<file path="config.mk">
export PLATFORM = sky130hd
export DESIGN_NAME = dcsw_core
export DESIGN_NICKNAME = d
export VERILOG_FILES = /design/src/rtl/dcsw_pkg.sv /design/src/rtl/dcsw_core.sv
export SDC_FILE = /design/constraint.sdc
export NUM_CORES = 1
export LEC_CHECK = 0
export ABC_AREA = 1
export BUFFER_PORTS_ARGS = -buffer_cell sky130_fd_sc_hd__buf_2
export CORE_ASPECT_RATIO = 1.4
export CORE_MARGIN = 1
export CORE_UTILIZATION = 48
export DETAILED_ROUTE_END_ITERATION = 12
export PLACE_DENSITY = 0.95
export SLEW_MARGIN = 5
export SYNTH_ARGS = -nofsm -noshare
export SYNTH_HDL_FRONTEND = slang
export SYNTH_SLANG_ARGS = --single-unit
</file>
<file path="constraint.sdc">
create_clock -name i_clk -period 2.2 [get_ports i_clk]
set_input_delay 0.33 -clock i_clk [delete_from_list [all_inputs] [get_ports i_clk]]
set_output_delay 0.33 -clock i_clk [all_outputs]
set_load 0.005 [all_outputs]
</file>
<file path="src/rtl/dcsw_pkg.sv">
package dcsw_pkg;
    localparam int CW_W = 16;
    // Control word bit positions
    localparam int CB_PRESET_LO = 0;
    localparam int CB_PRESET_HI = 1;
    localparam int CB_DC_BRAKE_N = 2;
    localparam int CB_COAST_N = 3;
    localparam int CB_QSTOP_N = 4;
    localparam int CB_HOLD_N = 5;
    localparam int CB_START = 6;
    localparam int CB_RESET = 7;
    localparam int CB_JOG = 8;
    localparam int CB_RAMP2 = 9;
    localparam int CB_VALID = 10;
    localparam int CB_RELAY1 = 11;
    localparam int CB_RELAY4 = 12;
    localparam int CB_SETUP_LO = 13;
    localparam int CB_SETUP_HI = 14;
    localparam int CB_REVERSE = 15;
    // Status word bit positions
    localparam int SB_CTRL_READY = 0;
    localparam int SB_DRIVE_READY = 1;
    localparam int SB_ENABLE = 2;
    localparam int SB_TRIP = 3;
    localparam int SB_ERROR = 4;
    localparam int SB_TRIPLOCK = 6;
    localparam int SB_WARNING = 7;
    localparam int SB_AT_REF = 8;
    localparam int SB_BUS_CTRL = 9;
    localparam int SB_IN_LIMIT = 10;
    localparam int SB_RUNNING = 11;
    localparam int SB_OVERTEMP = 12;
    localparam int SB_VOLTAGE = 13;
    localparam int SB_TORQUE = 14;
    localparam int SB_TIMER = 15;
    // Relay function option codes and multi set-up option
    localparam logic [7:0] RELAY1_OPT = 8'h24;
    localparam logic [7:0] RELAY4_OPT = 8'h25;
    localparam logic [3:0] MULTI_SETUP_OPT = 4'h9;
    // Reversing source selections
    localparam logic [1:0] REV_DIGITAL = 2'h0;
    localparam logic [1:0] REV_SERIAL = 2'h1;
    localparam logic [1:0] REV_OR = 2'h2;
    localparam logic [1:0] REV_AND = 2'h3;
    localparam logic signed [15:0] REF_FULL_SCALE = 16'sh4000;
    localparam logic [15:0] ZERO_WORD = 16'h0000;

    typedef enum logic [2:0] {
        DCSW_STOP_NONE,
        DCSW_STOP_COAST,
        DCSW_STOP_DC_BRAKE,
        DCSW_STOP_QUICK,
        DCSW_STOP_RAMP
    } dcsw_stop_t;

    // Drive conditions fed in from the rest of the drive
    typedef struct packed {
        logic ctrl_ready;
        logic power_ready;
        logic tripped;
        logic error;
        logic triplocked;
        logic warning;
        logic at_reference;
        logic local_active;
        logic in_limits;
        logic freq_nonzero;
        logic overtemp_halt;
        logic dc_voltage_bad;
        logic current_limit;
        logic thermal_over;
        logic link_fault;
    } dcsw_cond_t;

    // Configuration settings
    typedef struct packed {
        logic [7:0] relay1_func;
        logic [7:0] relay4_func;
        logic [3:0] active_setup;
        logic [1:0] rev_source;
    } dcsw_cfg_t;

    // Decoded commands
    typedef struct packed {
        logic [1:0] preset_sel;
        dcsw_stop_t stop_mode;
        logic       freeze;
        logic       run_enable;
        logic       jog;
        logic       ramp2;
        logic       relay1;
        logic       relay4;
        logic [1:0] setup_sel;
        logic       reverse;
    } dcsw_cmd_t;
endpackage

</file>
<file path="src/rtl/dcsw_core.sv">
`timescale 1ns/1ps
`default_nettype none
// Overview of operation
// RULE_01: Bits 1:0 pick one of four presets
// RULE_02: Bit 2 low applies DC brake stop
// RULE_03: Bit 3 low coasts motor immediately
// RULE_04: Bit 4 low quick-stop ramp to standstill
// RULE_05: Bit 5 low freezes present output frequency
// RULE_06: Frozen output stops only by coast/brake/input
// RULE_07: Bit 6 low ramp stop, high allows start
// RULE_08: Trip reset only on bit 7 rise
// RULE_09: Bit 8 high selects jog speed
// RULE_10: Bit 9 selects ramp pair two
// RULE_11: Bit 10 low ignores whole command word
// RULE_12: Bit 11 drives relay one if option 36
// RULE_13: Bit 12 drives relay four if option 37
// RULE_14: Bits 14:13 pick set-up in multi set-up
// RULE_15: Bit 15 reverses only for serial/or/and source
// RULE_16: Status 0 ready unless tripped
// RULE_17: Status 3,4,6,7 fault flags; 5 unused
// RULE_18: Status 8 when speed equals reference
// RULE_19: Status 9 bus control unless local
// RULE_20: Status 10 in limits, 11 running
// RULE_21: Status 12 overtemperature auto-stop halt
// RULE_22: Status 13 voltage, 14 current, 15 timer
// RULE_23: Link fault forces status word zero
// RULE_24: Reference and actual value, 4000h full scale
module dcsw_core (
    input  wire logic                      i_clk,
    input  wire logic                      i_rst_n,
    input  wire logic                      i_ce,
    input  wire logic                      i_cmd_we,
    input  wire logic [15:0]               i_drive_command_word,
    input  wire logic signed [15:0]        i_speed_ref,
    input  wire logic signed [15:0]        i_output_value,
    input  wire logic                      i_din_stop,
    input  wire dcsw_pkg::dcsw_cond_t      i_cond,
    input  wire dcsw_pkg::dcsw_cfg_t       i_cfg,
    output logic [15:0]                    o_drive_state_word,
    output logic signed [15:0]             o_actual_output_value,
    output logic signed [15:0]             o_speed_ref,
    output dcsw_pkg::dcsw_cmd_t            o_cmd,
    output logic                           o_trip_reset
);
    logic [15:0]          cw_q;
    logic                 rst_bit_q;
    dcsw_pkg::dcsw_cmd_t  cmd_d;
    dcsw_pkg::dcsw_cmd_t  cmd_q;
    logic [15:0]          sw_d;
    logic [15:0]          sw_q;
    logic                 trip_rst_q;
    logic signed [15:0]   ref_q;
    logic signed [15:0]   mav_q;
    dcsw_pkg::dcsw_stop_t stop_sel;

    // Invalid words are dropped at the door so the held command stays intact
    wire accept_w = i_cmd_we && i_drive_command_word[dcsw_pkg::CB_VALID]; // [RULE_11]
    wire [15:0] cw_w = accept_w ? i_drive_command_word : cw_q;
    wire rst_rise_w = accept_w && i_drive_command_word[dcsw_pkg::CB_RESET] && !rst_bit_q; // [RULE_08]
    wire freeze_w = !cw_w[dcsw_pkg::CB_HOLD_N]; // [RULE_05]

    // Coast outranks DC brake, which outranks the ramped stops
    always_comb begin
        if (!cw_w[dcsw_pkg::CB_COAST_N]) begin
            stop_sel = dcsw_pkg::DCSW_STOP_COAST; // [RULE_03]
        end else if (!cw_w[dcsw_pkg::CB_DC_BRAKE_N]) begin
            stop_sel = dcsw_pkg::DCSW_STOP_DC_BRAKE; // [RULE_02]
        end else if (i_din_stop) begin
            stop_sel = dcsw_pkg::DCSW_STOP_COAST; // [RULE_06]
        end else if (freeze_w) begin
            stop_sel = dcsw_pkg::DCSW_STOP_NONE; // [RULE_06]
        end else if (!cw_w[dcsw_pkg::CB_QSTOP_N]) begin
            stop_sel = dcsw_pkg::DCSW_STOP_QUICK; // [RULE_04]
        end else if (!cw_w[dcsw_pkg::CB_START]) begin
            stop_sel = dcsw_pkg::DCSW_STOP_RAMP; // [RULE_07]
        end else begin
            stop_sel = dcsw_pkg::DCSW_STOP_NONE;
        end
    end

    wire rev_ok_w = (i_cfg.rev_source == dcsw_pkg::REV_SERIAL) || (i_cfg.rev_source == dcsw_pkg::REV_OR)
                    || (i_cfg.rev_source == dcsw_pkg::REV_AND);
    wire multi_w = (i_cfg.active_setup == dcsw_pkg::MULTI_SETUP_OPT);

    always_comb begin
        cmd_d            = cmd_q;
        cmd_d.preset_sel = {cw_w[dcsw_pkg::CB_PRESET_HI], cw_w[dcsw_pkg::CB_PRESET_LO]}; // [RULE_01]
        cmd_d.stop_mode  = stop_sel;
        cmd_d.freeze     = freeze_w; // [RULE_05]
        cmd_d.run_enable = (stop_sel == dcsw_pkg::DCSW_STOP_NONE) && cw_w[dcsw_pkg::CB_START]; // [RULE_07]
        cmd_d.jog        = cw_w[dcsw_pkg::CB_JOG]; // [RULE_09]
        cmd_d.ramp2      = cw_w[dcsw_pkg::CB_RAMP2]; // [RULE_10]
        cmd_d.relay1     = cw_w[dcsw_pkg::CB_RELAY1] && (i_cfg.relay1_func == dcsw_pkg::RELAY1_OPT); // [RULE_12]
        cmd_d.relay4     = cw_w[dcsw_pkg::CB_RELAY4] && (i_cfg.relay4_func == dcsw_pkg::RELAY4_OPT); // [RULE_13]
        if (multi_w) begin
            cmd_d.setup_sel = {cw_w[dcsw_pkg::CB_SETUP_HI], cw_w[dcsw_pkg::CB_SETUP_LO]}; // [RULE_14]
        end
        cmd_d.reverse    = cw_w[dcsw_pkg::CB_REVERSE] && rev_ok_w; // [RULE_15]
    end

    always_comb begin
        sw_d = dcsw_pkg::ZERO_WORD;
        if (!i_cond.link_fault) begin // [RULE_23]
            sw_d[dcsw_pkg::SB_CTRL_READY]  = i_cond.ctrl_ready && !i_cond.tripped; // [RULE_16]
            sw_d[dcsw_pkg::SB_DRIVE_READY] = i_cond.ctrl_ready && i_cond.power_ready && !i_cond.tripped;
            sw_d[dcsw_pkg::SB_ENABLE]      = cmd_q.stop_mode != dcsw_pkg::DCSW_STOP_COAST;
            sw_d[dcsw_pkg::SB_TRIP]        = i_cond.tripped; // [RULE_17]
            sw_d[dcsw_pkg::SB_ERROR]       = i_cond.error; // [RULE_17]
            sw_d[dcsw_pkg::SB_TRIPLOCK]    = i_cond.triplocked; // [RULE_17]
            sw_d[dcsw_pkg::SB_WARNING]     = i_cond.warning; // [RULE_17]
            sw_d[dcsw_pkg::SB_AT_REF]      = i_cond.at_reference; // [RULE_18]
            sw_d[dcsw_pkg::SB_BUS_CTRL]    = !i_cond.local_active; // [RULE_19]
            sw_d[dcsw_pkg::SB_IN_LIMIT]    = i_cond.in_limits; // [RULE_20]
            sw_d[dcsw_pkg::SB_RUNNING]     = cmd_q.run_enable || i_cond.freq_nonzero; // [RULE_20]
            sw_d[dcsw_pkg::SB_OVERTEMP]    = i_cond.overtemp_halt; // [RULE_21]
            sw_d[dcsw_pkg::SB_VOLTAGE]     = i_cond.dc_voltage_bad; // [RULE_22]
            sw_d[dcsw_pkg::SB_TORQUE]      = i_cond.current_limit; // [RULE_22]
            sw_d[dcsw_pkg::SB_TIMER]       = i_cond.thermal_over; // [RULE_22]
        end
    end

    // Serial commands are refused while local control holds the drive
    wire take_w = !i_cond.local_active; // [RULE_19]

    always_ff @(posedge i_clk) begin
        if (!i_rst_n) begin
            cw_q       <= dcsw_pkg::ZERO_WORD;
            rst_bit_q  <= 1'b0;
            cmd_q      <= '0;
            sw_q       <= dcsw_pkg::ZERO_WORD;
            trip_rst_q <= 1'b0;
            ref_q      <= '0;
            mav_q      <= '0;
        end else if (i_ce) begin
            if (accept_w && take_w) begin
                cw_q      <= i_drive_command_word;
                rst_bit_q <= i_drive_command_word[dcsw_pkg::CB_RESET];
                ref_q     <= i_speed_ref; // [RULE_24]
            end
            if (take_w) begin
                cmd_q <= cmd_d;
            end
            trip_rst_q <= rst_rise_w && take_w; // [RULE_08]
            sw_q       <= sw_d;
            mav_q      <= i_output_value; // [RULE_24]
        end
    end

    assign o_drive_state_word    = sw_q;
    assign o_actual_output_value = mav_q;
    assign o_speed_ref           = ref_q;
    assign o_cmd                 = cmd_q;
    assign o_trip_reset          = trip_rst_q;

    property p_reset_edge; // [RULE_08]
        @(posedge i_clk) disable iff (!i_rst_n)
        o_trip_reset |-> $past(rst_rise_w) && $past(i_ce);
    endproperty
    a_reset_edge: assert property (p_reset_edge) else $error("trip reset without rising bit"); // [RULE_08]

    property p_no_double_reset; // [RULE_08]
        @(posedge i_clk) disable iff (!i_rst_n)
        o_trip_reset ##1 (i_ce && !accept_w) |=> !o_trip_reset;
    endproperty
    a_no_double_reset: assert property (p_no_double_reset) else $error("reset repeated on steady bit"); // [RULE_08]

    property p_invalid_ignored; // [RULE_11]
        @(posedge i_clk) disable iff (!i_rst_n)
        (i_ce && i_cmd_we && !i_drive_command_word[dcsw_pkg::CB_VALID]) |=> $stable(cw_q);
    endproperty
    a_invalid_ignored: assert property (p_invalid_ignored) else $error("invalid word changed command"); // [RULE_11]

    property p_link_zero; // [RULE_23]
        @(posedge i_clk) disable iff (!i_rst_n)
        (i_ce && i_cond.link_fault) |=> (o_drive_state_word == dcsw_pkg::ZERO_WORD);
    endproperty
    a_link_zero: assert property (p_link_zero) else $error("status not cleared on link fault"); // [RULE_23]

    property p_ready_trip; // [RULE_16]
        @(posedge i_clk) disable iff (!i_rst_n)
        (i_ce && i_cond.tripped) |=> !o_drive_state_word[dcsw_pkg::SB_CTRL_READY];
    endproperty
    a_ready_trip: assert property (p_ready_trip) else $error("ready set while tripped"); // [RULE_16]

    property p_bit5_zero; // [RULE_17]
        @(posedge i_clk) disable iff (!i_rst_n)
        !o_drive_state_word[5];
    endproperty
    a_bit5_zero: assert property (p_bit5_zero) else $error("unused status bit set"); // [RULE_17]

    property p_coast_first; // [RULE_03]
        @(posedge i_clk) disable iff (!i_rst_n)
        (i_ce && !i_cond.local_active && accept_w && !i_drive_command_word[dcsw_pkg::CB_COAST_N])
        |=> (o_cmd.stop_mode == dcsw_pkg::DCSW_STOP_COAST) && !o_cmd.run_enable;
    endproperty
    a_coast_first: assert property (p_coast_first) else $error("coast not applied"); // [RULE_03]

    property p_relay1; // [RULE_12]
        @(posedge i_clk) disable iff (!i_rst_n)
        o_cmd.relay1 |-> $past(i_cfg.relay1_func) == dcsw_pkg::RELAY1_OPT;
    endproperty
    a_relay1: assert property (p_relay1) else $error("relay one without option"); // [RULE_12]

    property p_reverse; // [RULE_15]
        @(posedge i_clk) disable iff (!i_rst_n)
        o_cmd.reverse |-> $past(i_cfg.rev_source) != dcsw_pkg::REV_DIGITAL;
    endproperty
    a_reverse: assert property (p_reverse) else $error("reverse with digital source"); // [RULE_15]
endmodule
`default_nettype wire

</file>
==> results of run 1 <==
[worst paths after layout]
path | cells after the start | startpoint | to
hold / removal | 3 | i_speed_ref[0] | o_speed_ref[0]$_SDFFE_PN0P_
setup / recovery | 8 | i_ce | cw_q[12]$_SDFFE_PN0P_
setup reg to reg | 8 | cw_q[2]$_SDFFE_PN0P_ | o_cmd[9]$_SDFFE_PN0P_
hold reg to reg | 2 | o_cmd[2]$_SDFFE_PN0P_ | o_cmd[2]$_SDFFE_PN0P_
[state kept, by name (all words and copies together), names as in the netlist]
name                   cells
o_speed_ref               16
o_cmd                     14
cw_q                      15
o_trip_reset               1
o_drive_state_word        15
o_actual_output_value     16
[placed cells by master, fill, tap and decap left out, types with 2 or more instances in the layout]
cell | Yosys | final
sky130_fd_sc_hd__nand3_1 | 8 | 8
sky130_fd_sc_hd__clkbuf_8 | 0 | 10
sky130_fd_sc_hd__inv_4 | 2 | 2
sky130_fd_sc_hd__buf_2 | 3 | 151
sky130_fd_sc_hd__nor2_1 | 76 | 76
sky130_fd_sc_hd__o21ai_0 | 55 | 55
sky130_fd_sc_hd__a211oi_1 | 2 | 2
sky130_fd_sc_hd__nor4_1 | 4 | 4
sky130_fd_sc_hd__nand4_1 | 3 | 3
sky130_fd_sc_hd__nand2_1 | 65 | 65
sky130_fd_sc_hd__a21oi_1 | 36 | 36
sky130_fd_sc_hd__clkinvlp_4 | 0 | 2
sky130_fd_sc_hd__a31oi_1 | 4 | 4
sky130_fd_sc_hd__dfxtp_1 | 77 | 77
sky130_fd_sc_hd__buf_4 | 3 | 7
sky130_fd_sc_hd__inv_1 | 24 | 24
[area by class of cell]
type	instances	area [um^2]
Clock inverter	5	58.81
Multi-Input combinational cell	261	1187
Clock buffer	11	141.4
Timing Repair Buffer	158	808.3
Tap cell	70	87.58
Inverter	27	106.4
Sequential cell	77	1541
Fill cell	520	1973
[where the power goes]
| group | total (uW) | leakage, uW | internal (uW) | switching, uW |
|---|---|---|---|---|
| Combinational | 317 | 0.00125 | 144 | 173 |
| Clock | 1060 | 0.0000959 | 557 | 504 |
| Sequential | 1480 | 0.000630 | 1450 | 29.6 |
| Total | 2860 | 0.00197 | 2150 | 707 |
[stage by stage]
stage	worst slack [ns]	power, uW	util
2_1_floorplan	1.003	1659	-
3_3_place_gp	0.5683	1818	0.6319
3_5_place_dp	0.5282	1832	0.6319
4_1_cts	0.8853	2877	0.6658
5_1_grt	0.7401	2991	0.6658
6_report	0.8803	2861	0.6658
[worst min-delay path: stages]
cell and delay (ns):
sky130_fd_sc_hd__buf_2 0.07, sky130_fd_sc_hd__nor2_1 0.03, sky130_fd_sc_hd__nor2_1 0.08
[logic make-up after synthesis]
kind of cell / Yosys count
other: 1
buffers and inverters: 48
AOI/OAI and AO/OA: 101
and+or+nand+nor: 159
DFF: 77
[layer usage]
layer	up-vias	GRT usage
met4	0	0.1563
li1	1555	-
met1	1379	0.2761
met2	157	0.4028
met3	32	0.02053
met5	-	0
==> results.txt, run 1 <==
* Number of enable flip-flop cells after synthesis: 0
- After synthesis, the share of flip-flops with an asynchronous set or reset is 0.
* Number of hold-slack violations in the final timing report: 0
- After clock tree synthesis, the clock-pin slew on the worst setup and hold paths is approximately 0.080 ns.
- Across the run, the number of max-cap violations was 0.
* DR iter-0 viols: roughly 150
* Setup Total Neg Slack: 0 ns
- The routed design has between 7 and 8 mm of wire.
- Antenna diode count: 0
* Placement Rows: 33
* Post-synthesis cell area: slightly below 3000 um^2
- Number of sinks on the clock net: 77
- Entering global routing, the biggest net connects between 40 and 50 pins.
- The cell sitting at the root of the clock tree is a sky130_fd_sc_hd__clkbuf_8.
- Across all hold checks on the routed design, the worst slack comes to 0.2020 ns.
- GP Congestion: 0.8297
* Mapped Nets: 476
- In the synthesized netlist the dominant register cell turns out to be sky130_fd_sc_hd__dfxtp_1.
- After detailed placement, the total cell area comes to 3731 um^2.
- The worst path needs 1.320 ns of the cycle, external delays included.
* Final setup violating endpoints: 0
- In this run the number of H-tree levels came out at 3.
- Area of the placeable core: 5904 um^2
- The net count of the finished layout is 624.
- The flow ran to the end, and the final reports show no timing, DRC or antenna violations.
* Largest family of logic cells by synthesized area: simple AND/OR/NAND/NOR gates
- The via count of the first global-routing pass was 2698.
- Overall overflow remaining after global route: 0
- Mean instance size in the synthesized netlist: 7.627 um^2
- Cell family with most CP delay: buffers and inverters
* Mux cell area share after synthesis: 0
- Headroom to the max-slew limit came out at 0.5494.
* Via density per instance: 5.128
- For this run, the total global-route usage over all layers was measured as 0.2377.
* Total power divided by cell area: 727.9 nW/um^2
* Area share of and/or/nand/nor cells after synthesis: 0.2210
* Number of nets still failing antenna checks after routing: 0
- Data on the critical path is required at its endpoint by ~2.5 ns.
- Ordered cell list for the critical path: buf_2 -> inv_2 -> nor2_4 -> inv_4 -> nor2_8 -> buf_4 -> o21ai_0 -> a21oi_1
- Final routed DRC violation total: 0
- Length of the first detailed-routing pass in iterations: 5
- Library cells used by synthesis: 25
* Fin crit share: 0.5999
* Number of I/O pins: between 150 and 200
- Detailed placement finished with a half-perimeter wire length of around 5.8 mm.
- Placed instance count: 593
* Startpoint class of the critical path: input pin
- Measured along the y axis, the die boundary spans 94.67 um.
- Syn. warnings: 0
- Arrival time of the worst setup path: 1.59 ns
- Total of cells resized after clock tree synthesis: 0
- Xor-xnor portion of the synthesized cell area: 0
- Routed length per instance: 12.68 um
- Unrepaired setup endpoints after global routing: no
- Die Span X: 68.19 um
* Port Buffers: 151
- The initial utilization of the core area, before any placement, comes to 0.4986.
- For this design the static power due to leakage is 0.001974 uW.
* Instance count of the mapped netlist: 386
* Buffer count from post-CTS setup fixing: 0
- Clock latency on the worst-skew pair: 0.34 ns
- Static timing analysis puts the maximum clock frequency at between 0.7 and 0.8 GHz.
* Met3 wire length: 510 um
* Largest voltage drop on the vdd net: 0.5375 mV
- Synth top area share: 0.5236
- Vias after detailed routing: about 3100
- The finished cells cover 3931 um^2.
* CTS buffer count: 9
* Worst-path fanout max: 20
- Compound-cell area share of the yosys netlist: 0.1810
* R2R setup slack: 1.08 ns
* Leading post-synthesis cells by instance count: sky130_fd_sc_hd__dfxtp_1, sky130_fd_sc_hd__nor2_1, sky130_fd_sc_hd__nand2_1, sky130_fd_sc_hd__o21ai_0, sky130_fd_sc_hd__a21oi_1
- sky130_fd_sc_hd__dfxtp_1 takes more of the synthesized area than any other cell.
* Biggest cell delay along the critical path: between 0.2 and 0.3 ns
- Counting flops and latches in the post-synthesis netlist gives 77.
- Highest Signal Layer: met4
- Final-report max-slew violation count: 0
* Most frequent cell after synthesis: sky130_fd_sc_hd__dfxtp_1
* Met2 wire length: slightly below 4 mm
- Ranking of synthesized cells by area: sky130_fd_sc_hd__dfxtp_1, sky130_fd_sc_hd__nor2_1, sky130_fd_sc_hd__o21ai_0, sky130_fd_sc_hd__nand2_1, sky130_fd_sc_hd__a21oi_1
* Buffer and inverter count on the worst path: 4
* Fraction of the yosys area taken by sequential cells: 0.5236
- Die area: 6455 um^2
- Clock tree from TritonCTS: built
- Post-layout instance count excluding filler cells: 609
- First-pass GRT wire length: around 11 mm
* Post-synthesis share of cell area spent on full adders, half adders and majority gates: 0
- At the pin with the least slew margin, the transition time is between 0.6 and 0.7 ns.
- The initial antenna violation count came to 0.
* Category of the most critical setup path: input pin to flip-flop
- In the final layout, the share of cells above drive strength 1 is 0.3340.
- The tightest min-delay check is of the input pin to flip-flop type.
- From synthesis to final layout, the design area changed by 33.53%.
- Clock skew after layout: 0.007366 ns
* M1 wire length: 2.982 mm
- Count of hold buffers inserted by post-cts repair: 0
- Crit-path slowest cell: sky130_fd_sc_hd__buf_2
* Deepest clock path buffer count: 2
- Endpoint kind of the worst setup timing path: flip-flop
No activity file was read; power rests on OpenSTA's default activity.
==> run 2, diff against run 1 <==
Settings changed: ABC_AREA 1 to 0, CORE_UTILIZATION 48 to 46, PLACE_DENSITY 0.95 to 0.91.
Clock period 2.2 ns to 1.25 ns, I/O delays scaled along.
==> run 2 against run 1 <==
  * The run now ends with negative setup slack left
  * Critical endpoint is now o_cmd[10]$_SDFFE_PN0P_
  * Largest power group unchanged
  * Design area rose by 13%
  * Non-clock buffer count rose by 20
  * Clock-buffer cell count did not move
  * Largest cell class unchanged
==> results.txt, run 2 <==
* Run status: complete, but fails checks
- Of the post-synthesis cell area, the dominant cell type holds 0.4837.
- The floorplan has 35 rows.
- Ranking of synthesized cells by area: sky130_fd_sc_hd__dfxtp_1, sky130_fd_sc_hd__nand2_1, sky130_fd_sc_hd__a21boi_0, sky130_fd_sc_hd__mux2i_1, sky130_fd_sc_hd__nor2b_1
- After detailed routing, the number of remaining DRC violations is 0.
* Most frequent standard cell in the layout excluding fill and tap cells: sky130_fd_sc_hd__buf_2
* Path type of the worst min-delay path: input pin to flip-flop
- In this run, distinct cell masters in the synthesized netlist total 40.
- Final Core Density: 0.6667
- The total area inside the core boundary comes to between 6000 and 7000 um^2.
- The share of the Yosys chip area taken by registers is 0.4837.
- Port buffering added about 150 buffers.
- Arrival time of the worst setup path: 1.57 ns
- The die covers 7270 um^2.
- Buffer count from post-CTS setup fixing: 0
* Unrepaired setup endpoints after global routing: yes
- Mapped Nets: 434
* Clock tree from TritonCTS: built
* Pin count of the biggest net entering global routing: 31
- Instance count of the mapped netlist: 344
* Post-layout worst setup margin: -0.03588 ns
- TritonCTS created 9 clock buffers.
* FFs w/ async S/R, synth: 0
- Number of sinks on the clock net: 77
- H-Tree Level Count: 3
* Most frequent cell after synthesis: sky130_fd_sc_hd__dfxtp_1
* Via density per instance: approximately 5.0
- Total routed wirelength: 8.193 mm
- Worst-path fanout max: 2
* Initial cell density of the core: 0.4788
- The pre-antenna-repair detailed-routing pass consisted of 5 iterations.
- Fmax: 0.7777 GHz
- Final setup violating endpoints: 1
* Number of I/O pins: ~150
* Clock latency on the worst-skew pair: 0.34 ns
* Max Cap Viol: 0
- Final critical path time including I/O delays and setup: ~1.3 ns
* Fill cells: 574
- The cell sitting at the root of the clock tree is a sky130_fd_sc_hd__clkbuf_8.
- Vias after detailed routing: a little over 3000
- In this run the remaining antenna-violating nets after routing total 0.
- The initial antenna violation count is 0.
* Most used cells in the layout excluding fill and tap cells: sky130_fd_sc_hd__buf_2, sky130_fd_sc_hd__dfxtp_1, sky130_fd_sc_hd__nand2_1, sky130_fd_sc_hd__nor2b_1, sky130_fd_sc_hd__a21boi_0
- Ranked by instance count, the synthesized netlist is headed by sky130_fd_sc_hd__dfxtp_1, sky130_fd_sc_hd__nand2_1, sky130_fd_sc_hd__nor2b_1, sky130_fd_sc_hd__a21boi_0, sky130_fd_sc_hd__mux2i_1.
* Routed length per instance: 13.56 um
- The synthesized design contains 77 register bits.
* Post-synthesis cell type with the largest combined area: sky130_fd_sc_hd__dfxtp_1
* DIE HEIGHT: roughly 100 um
* Worst-case hold slack: about 0.087 ns
- Across the routed clock network, the largest skew measured is 0.009610 ns.
- Vias in the first global route: about 2900
* Category of the most critical setup path: flip-flop to flip-flop
- DR iter-0 viols: 131
* Number of enable flip-flop cells after synthesis: 0
- Relative to the synthesized area, the layout overhead comes to 39.26%.
- Deepest clock path buffer count: 2
- GP Congestion: ~0.82
- Summed over all cells, the static leakage comes to roughly 0.0021 uW.
- The repair_antennas step left the layout with diodes totalling 0.
- Primary FF master, synth: sky130_fd_sc_hd__dfxtp_1
- Clock transition at the registers of the reported paths: 0.08 ns
- Once detailed placement completed, the half-perimeter wirelength came to 6.118 mm.
- Share of layout cells above drive strength 1: 0.3984
- The first global-routing pass estimated roughly 13 mm of wire.
- STA classifies the critical path endpoint as a flip-flop.
* Final-report max-slew violation count: 0
- The worst-case IR drop observed on VDD is 1.058 mV.
- For the worst setup path, the data required time is 1.53 ns.
- Timing analysis after detailed placement gives a worst setup slack of -0.07450 ns.
- Syn. warnings: 0
- Setup Total Neg Slack: -0.03588 ns
- The synthesized netlist occupies a cell area of ~3200 um^2.
- Startpoint class of the critical path: flip-flop
- Violations in the final reports: negative setup slack
- Final-stage net count: 598
- In this run the power density over the cells is 1237 nW/um^2.
- Dividing the final minimum period by the clock period gives 1.029.
* Mean instance size in the synthesized netlist: 9.264 um^2
- The hold violation total from the final report came to 0.
- After clock tree synthesis, the flow added hold-fix buffers numbering 0.
- The total overflow left after global routing is 0.
* Overall global routing resource usage: 0.2248
- Die Span X: roughly 72 um
[run 2: changes by cell type after synthesis, sizes merged, moves of 23 or more]
cell / change
inv: -24
mux2i: +23
o21ai: -54
nor2b: +35
a21oi: -32
nor2: -74
a21boi: +35
[run 2: area by class of cell]
cell class	count	area (um^2)	area share
flip-flops and latches	77	1543	0.3476
clock buffers	11	151.4	0.03411
clock inverters	4	95.09	0.02143
multi-input cells	239	1514	0.3411
well taps	92	115.1	0.02594
repair buffers	178	1008	0.2272
inverters	3	11.26	0.002537
[run 2: worst paths after layout]
kind / from / endpoint / slack (ns) / depth (start not counted)
setup reg to reg: cw_q[4]$_SDFFE_PN0P_ / o_cmd[10]$_SDFFE_PN0P_ / -0.04 / 4
hold / removal: i_speed_ref[13] / o_speed_ref[13]$_SDFFE_PN0P_ / 0.09 / 3
hold reg to reg: cw_q[12]$_SDFFE_PN0P_ / cw_q[12]$_SDFFE_PN0P_ / 0.45 / 2
setup / recovery: cw_q[4]$_SDFFE_PN0P_ / o_cmd[10]$_SDFFE_PN0P_ / -0.04 / 4
[run 2: power breakdown]
group / internal (uW) / total [uW] / switching (uW)
combinational: 338 / 618 / 280
clock: 1420 / 2290 / 872
sequential: 2540 / 2580 / 40.8
total: 4290 / 5490 / 1190
[run 2: per-layer routing]
metal  vias to the layer above  part of all wire  global-route usage
met5                         -                 0                   0
met4                         0             0.019             0.09804
met3                        15             0.047             0.05200
met2                       119              0.54              0.4127
met1                      1415              0.39              0.2410
li1                       1497                 -                   -
[run 2: critical path: stages, from the launching register on]
cell,delay (ns)
sky130_fd_sc_hd__dfxtp_1,0.31
sky130_fd_sc_hd__or3b_1,0.34
sky130_fd_sc_hd__a32o_2,0.26
sky130_fd_sc_hd__o31ai_1,0.17
sky130_fd_sc_hd__and2_1,0.14
[run 2: timing repair]
item	in CTS	in global routing
cloned	0	0
setup endpoints to repair	1	3
resized for setup	0	1
pin swaps	2	0
[run 2: kinds of logic (layout without fill, tap and decap cells)]
family	Yosys count	after routing	share of synthesized area
AND/OR/NAND/NOR	146	146	0.2297
flip-flops	77	77	0.4837
AO/OA/AOI/OAI	64	64	0.1523
multiplexers	28	28	0.08991
buffers and inverters	28	196	0.04319
other	1	1	0.001177
[run 2: per-stage QoR]
step,instances,power (uW),instance area [um^2]
3_3_place_gp,589,3223,4185
4_1_cts,604,5534,4432
2_1_floorplan,344,2917,3188
3_5_place_dp,589,3246,4185
6_report,604,5488,4438
5_1_grt,604,5693,4438
==> run 3, diff against run 2 <==
Settings changed: BUFFER_PORTS_ARGS -buffer_cell sky130_fd_sc_hd__buf_2 to -buffer_cell sky130_fd_sc_hd__clkbuf_2.
==> run 3 against run 2 <==
  * The flow still finishes with violations (negative setup slack)
  * Core utilization down 0.26 points
  * Design area fell by 0.39%
  * Die area stayed put
  * Clock skew increased by 0.0029 ns
  * Global-route usage up 0.47 points
  * First-iteration DRC count is 2.3% higher
  * Clock power down 20%
  * Clock-buffer cell count unchanged
  * Critical path type unchanged
  * Largest power group unchanged
==> results.txt, run 3 (synthesized netlist as in run 2, its figures left out) <==
* Fmax: 0.7476 GHz
- Fin crit share: 1.070
- Area of the placeable core: 6656 um^2
- Dividing the detail-routed wire length by the instance count gives 13.69 um.
- Vias after detailed routing: 3068
- Area overhead of the layout relative to synthesis: 38.71%
- Cell count of the worst reg-to-reg path: 4
- DR iter-0 viols: approximately 130
- Number of nets still failing antenna checks after routing: 0
- GP Congestion: 0.7636
* Final-report max-slew violation count: 0
- Buffer and inverter count on the worst path: 0
- Final setup violating endpoints: 1
- Count of hold buffers inserted by post-cts repair: 0
* Initial cell density of the core: 0.4788
* Worst-path fanout max: 2
- The wire-length estimate of the detail-placed layout is 6.252 mm.
* Number of I/O pins: 153
- Sink of the worst hold path: o_speed_ref[13]$_SDFFE_PN0P_
* Path type of the worst min-delay path: input pin to flip-flop
- Of the cells placed in the final design, the portion with a size suffix greater than 1 is 0.4004.
- Counting instances, the worst hold path has a depth of 3.
* Vias in the first global route: around 3000
* Leak: roughly 0.0021 uW
* Arrival time of the worst setup path: 1.62 ns
- Root buffer selected by CTS: sky130_fd_sc_hd__clkbuf_8
* Category of the most critical setup path: flip-flop to flip-flop
- In this run the register-to-register setup slack is -0.09 ns.
- The tightest hold path in the finished design has a slack of 0.07484 ns.
* Pin count of the biggest net entering global routing: 33
- Violations in the final reports: negative setup slack
* Multi-input logic area: between 1500 and 2000 um^2
- Unrepaired setup endpoints after global routing: yes
- Post-route total power: 5048 uW
* Deepest clock path buffer count: 2
- After clock tree synthesis, the clock-pin slew on the worst setup and hold paths is around 0.080 ns.
- The routed design has 8.339 mm of wire.
- Placement Rows: 35
- Buffer count from post-CTS setup fixing: 0
- The startpoint identified for the worst register-to-register timing path is cw_q[4]$_SDFFE_PN0P_.
- Hold Path Origin: i_speed_ref[13]
- The hold violation total from the final report was 0.
- Traced cell by cell, the critical path runs through or3b_1 -> a32o_2 -> o31ai_1 -> and2_1.
* Port Buffers: 151
* Most used cells in the layout excluding fill and tap cells: sky130_fd_sc_hd__clkbuf_2, sky130_fd_sc_hd__nand2_1, sky130_fd_sc_hd__dfxtp_1, sky130_fd_sc_hd__nor2b_1, sky130_fd_sc_hd__a21boi_0
- Fill cells: about 570
* Crit Reg-Reg Endpoint: o_cmd[10]$_SDFFE_PN0P_
- Post-layout worst setup margin: -0.08759 ns
* Die Span X: 72.35 um
- The floorplan step set the die height to about 100 um.
- For the finished layout, the period the worst path requires is about 1.3 ns.
- First-pass GRT wire length: 12.97 mm
- Post-layout instance count excluding filler cells: 609
- Summing all flip-flop and latch instances after layout gives between 1500 and 2000 um^2.
- Cell family with most CP delay: simple AND/OR/NAND/NOR gates
* Critical Path RT: 1.53 ns
* Antenna diode count: 0
- For this run, design rule violations remaining after detail routing come to 0.
* Run status: complete, but fails checks
- Summed over all layers, the global routing overflow is 0.
* Overall global routing resource usage: 0.2294
- Max Cap Viol: 0
- The H-tree was split into 3 levels.
- Biggest cell delay along the critical path: 0.37 ns
* Placed instance count: 593
- Number of antenna violations at the first check in global routing: 0
- Setup slack at placement: -0.1051 ns
- Final Core Density: 0.6641
- CTS buffer count: 9
- Dividing total power by cell area gives a power density of 1142 nW/um^2.
* Clock skew after layout: 0.01247 ns
* Clock tree from TritonCTS: built
- On the critical path, the stage with the largest delay is an instance of sky130_fd_sc_hd__or3b_1.
- VDD sags by at most 1.076 mV.
- Length of the first detailed-routing pass in iterations: 4
* Most frequent standard cell in the layout excluding fill and tap cells: sky130_fd_sc_hd__clkbuf_2
* Startpoint class of the critical path: flip-flop
- The clock reaches the later pin of the worst-skew pair after between 0.3 and 0.4 ns.
- After detailed routing, the number of vias per cell comes to 5.038.
- The net count of the finished layout is between 600 and 700.
- The floorplan step defined a die boundary enclosing 7270 um^2.
- Number of sinks on the clock net: 77
* Endpoint kind of the worst setup timing path: flip-flop
==> run 3: changes by cell type in the layout (fill, tap and decap cells not counted), sizes merged <==
cell      delta
clkbuf     +151
buf        -147
bufinv       -2
clkinv       +1
clkinvlp     +1
inv          +1
==> run 3: worst max path at each step <==
stage	to	slack [ns]	from	cells past startpoint
floorplan	o_cmd[10]$_SDFFE_PN0P_	-0.02	cw_q[5]$_SDFFE_PN0P_	4
detailed placement	o_cmd[10]$_SDFFE_PN0P_	-0.11	i_din_stop	5
global route	o_cmd[10]$_SDFFE_PN0P_	-0.13	cw_q[4]$_SDFFE_PN0P_	4
CTS	o_cmd[10]$_SDFFE_PN0P_	-0.08	cw_q[4]$_SDFFE_PN0P_	4
finish	o_cmd[10]$_SDFFE_PN0P_	-0.09	cw_q[4]$_SDFFE_PN0P_	4
global placement	o_cmd[10]$_SDFFE_PN0P_	-0.05	i_din_stop	5
==> run 3: area by class of cell <==
| cell class | count | share of cell area |
|---|---|---|
| inverter | 3 | 0.002547 |
| multi-input combinational | 239 | 0.3411 |
| timing repair buffer | 182 | 0.2378 |
| sequential | 77 | 0.3493 |
| clock inverter | 5 | 0.01359 |
| tap | 92 | 0.02604 |
| clock buffer | 11 | 0.02972 |
==> run 3: worst min-delay path: cells and delay by family <==
kind / cells / cell delay, ns
buffers and inverters: 1 / 0.08
AO/OA/AOI/OAI: 1 / 0.06
AND/OR/NAND/NOR: 1 / 0.04
==> run 3: per-stage QoR <==
| stage | TNS (ns) | cell area (um^2) |
|---|---|---|
| 6_report | -0.08759 | 4420 |
| 5_1_grt | -0.1686 | 4420 |
| 3_5_place_dp | -1.088 | 4228 |
| 3_3_place_gp | -0.05083 | 4228 |
| 4_1_cts | -0.08226 | 4420 |
| 2_1_floorplan | -0.01904 | 3188 |
==> run 3: what timing repair did <==
item                                    4_1_cts  5_1_grt
gates cloned                                  0        0
endpoints found under the setup margin        2        3
gates resized for setup                       1        0
pin swaps                                     1        0
==> run 3: power breakdown <==
group,total [uW],internal (uW),switching (uW),leakage (uW)
clock network,1830,932,903,0.0000939
registers,2580,2540,45.6,0.000628
logic,633,349,284,0.00136
==> run 3: layer usage <==
metal / track usage / up-vias / wire [um]
met5: 0 / - / 0
li1: - / 1506 / -
met1: 0.2443 / 1427 / 3235
met4: 0.09653 / 0 / 178
met2: 0.4249 / 115 / 4584
met3: 0.05300 / 20 / 341
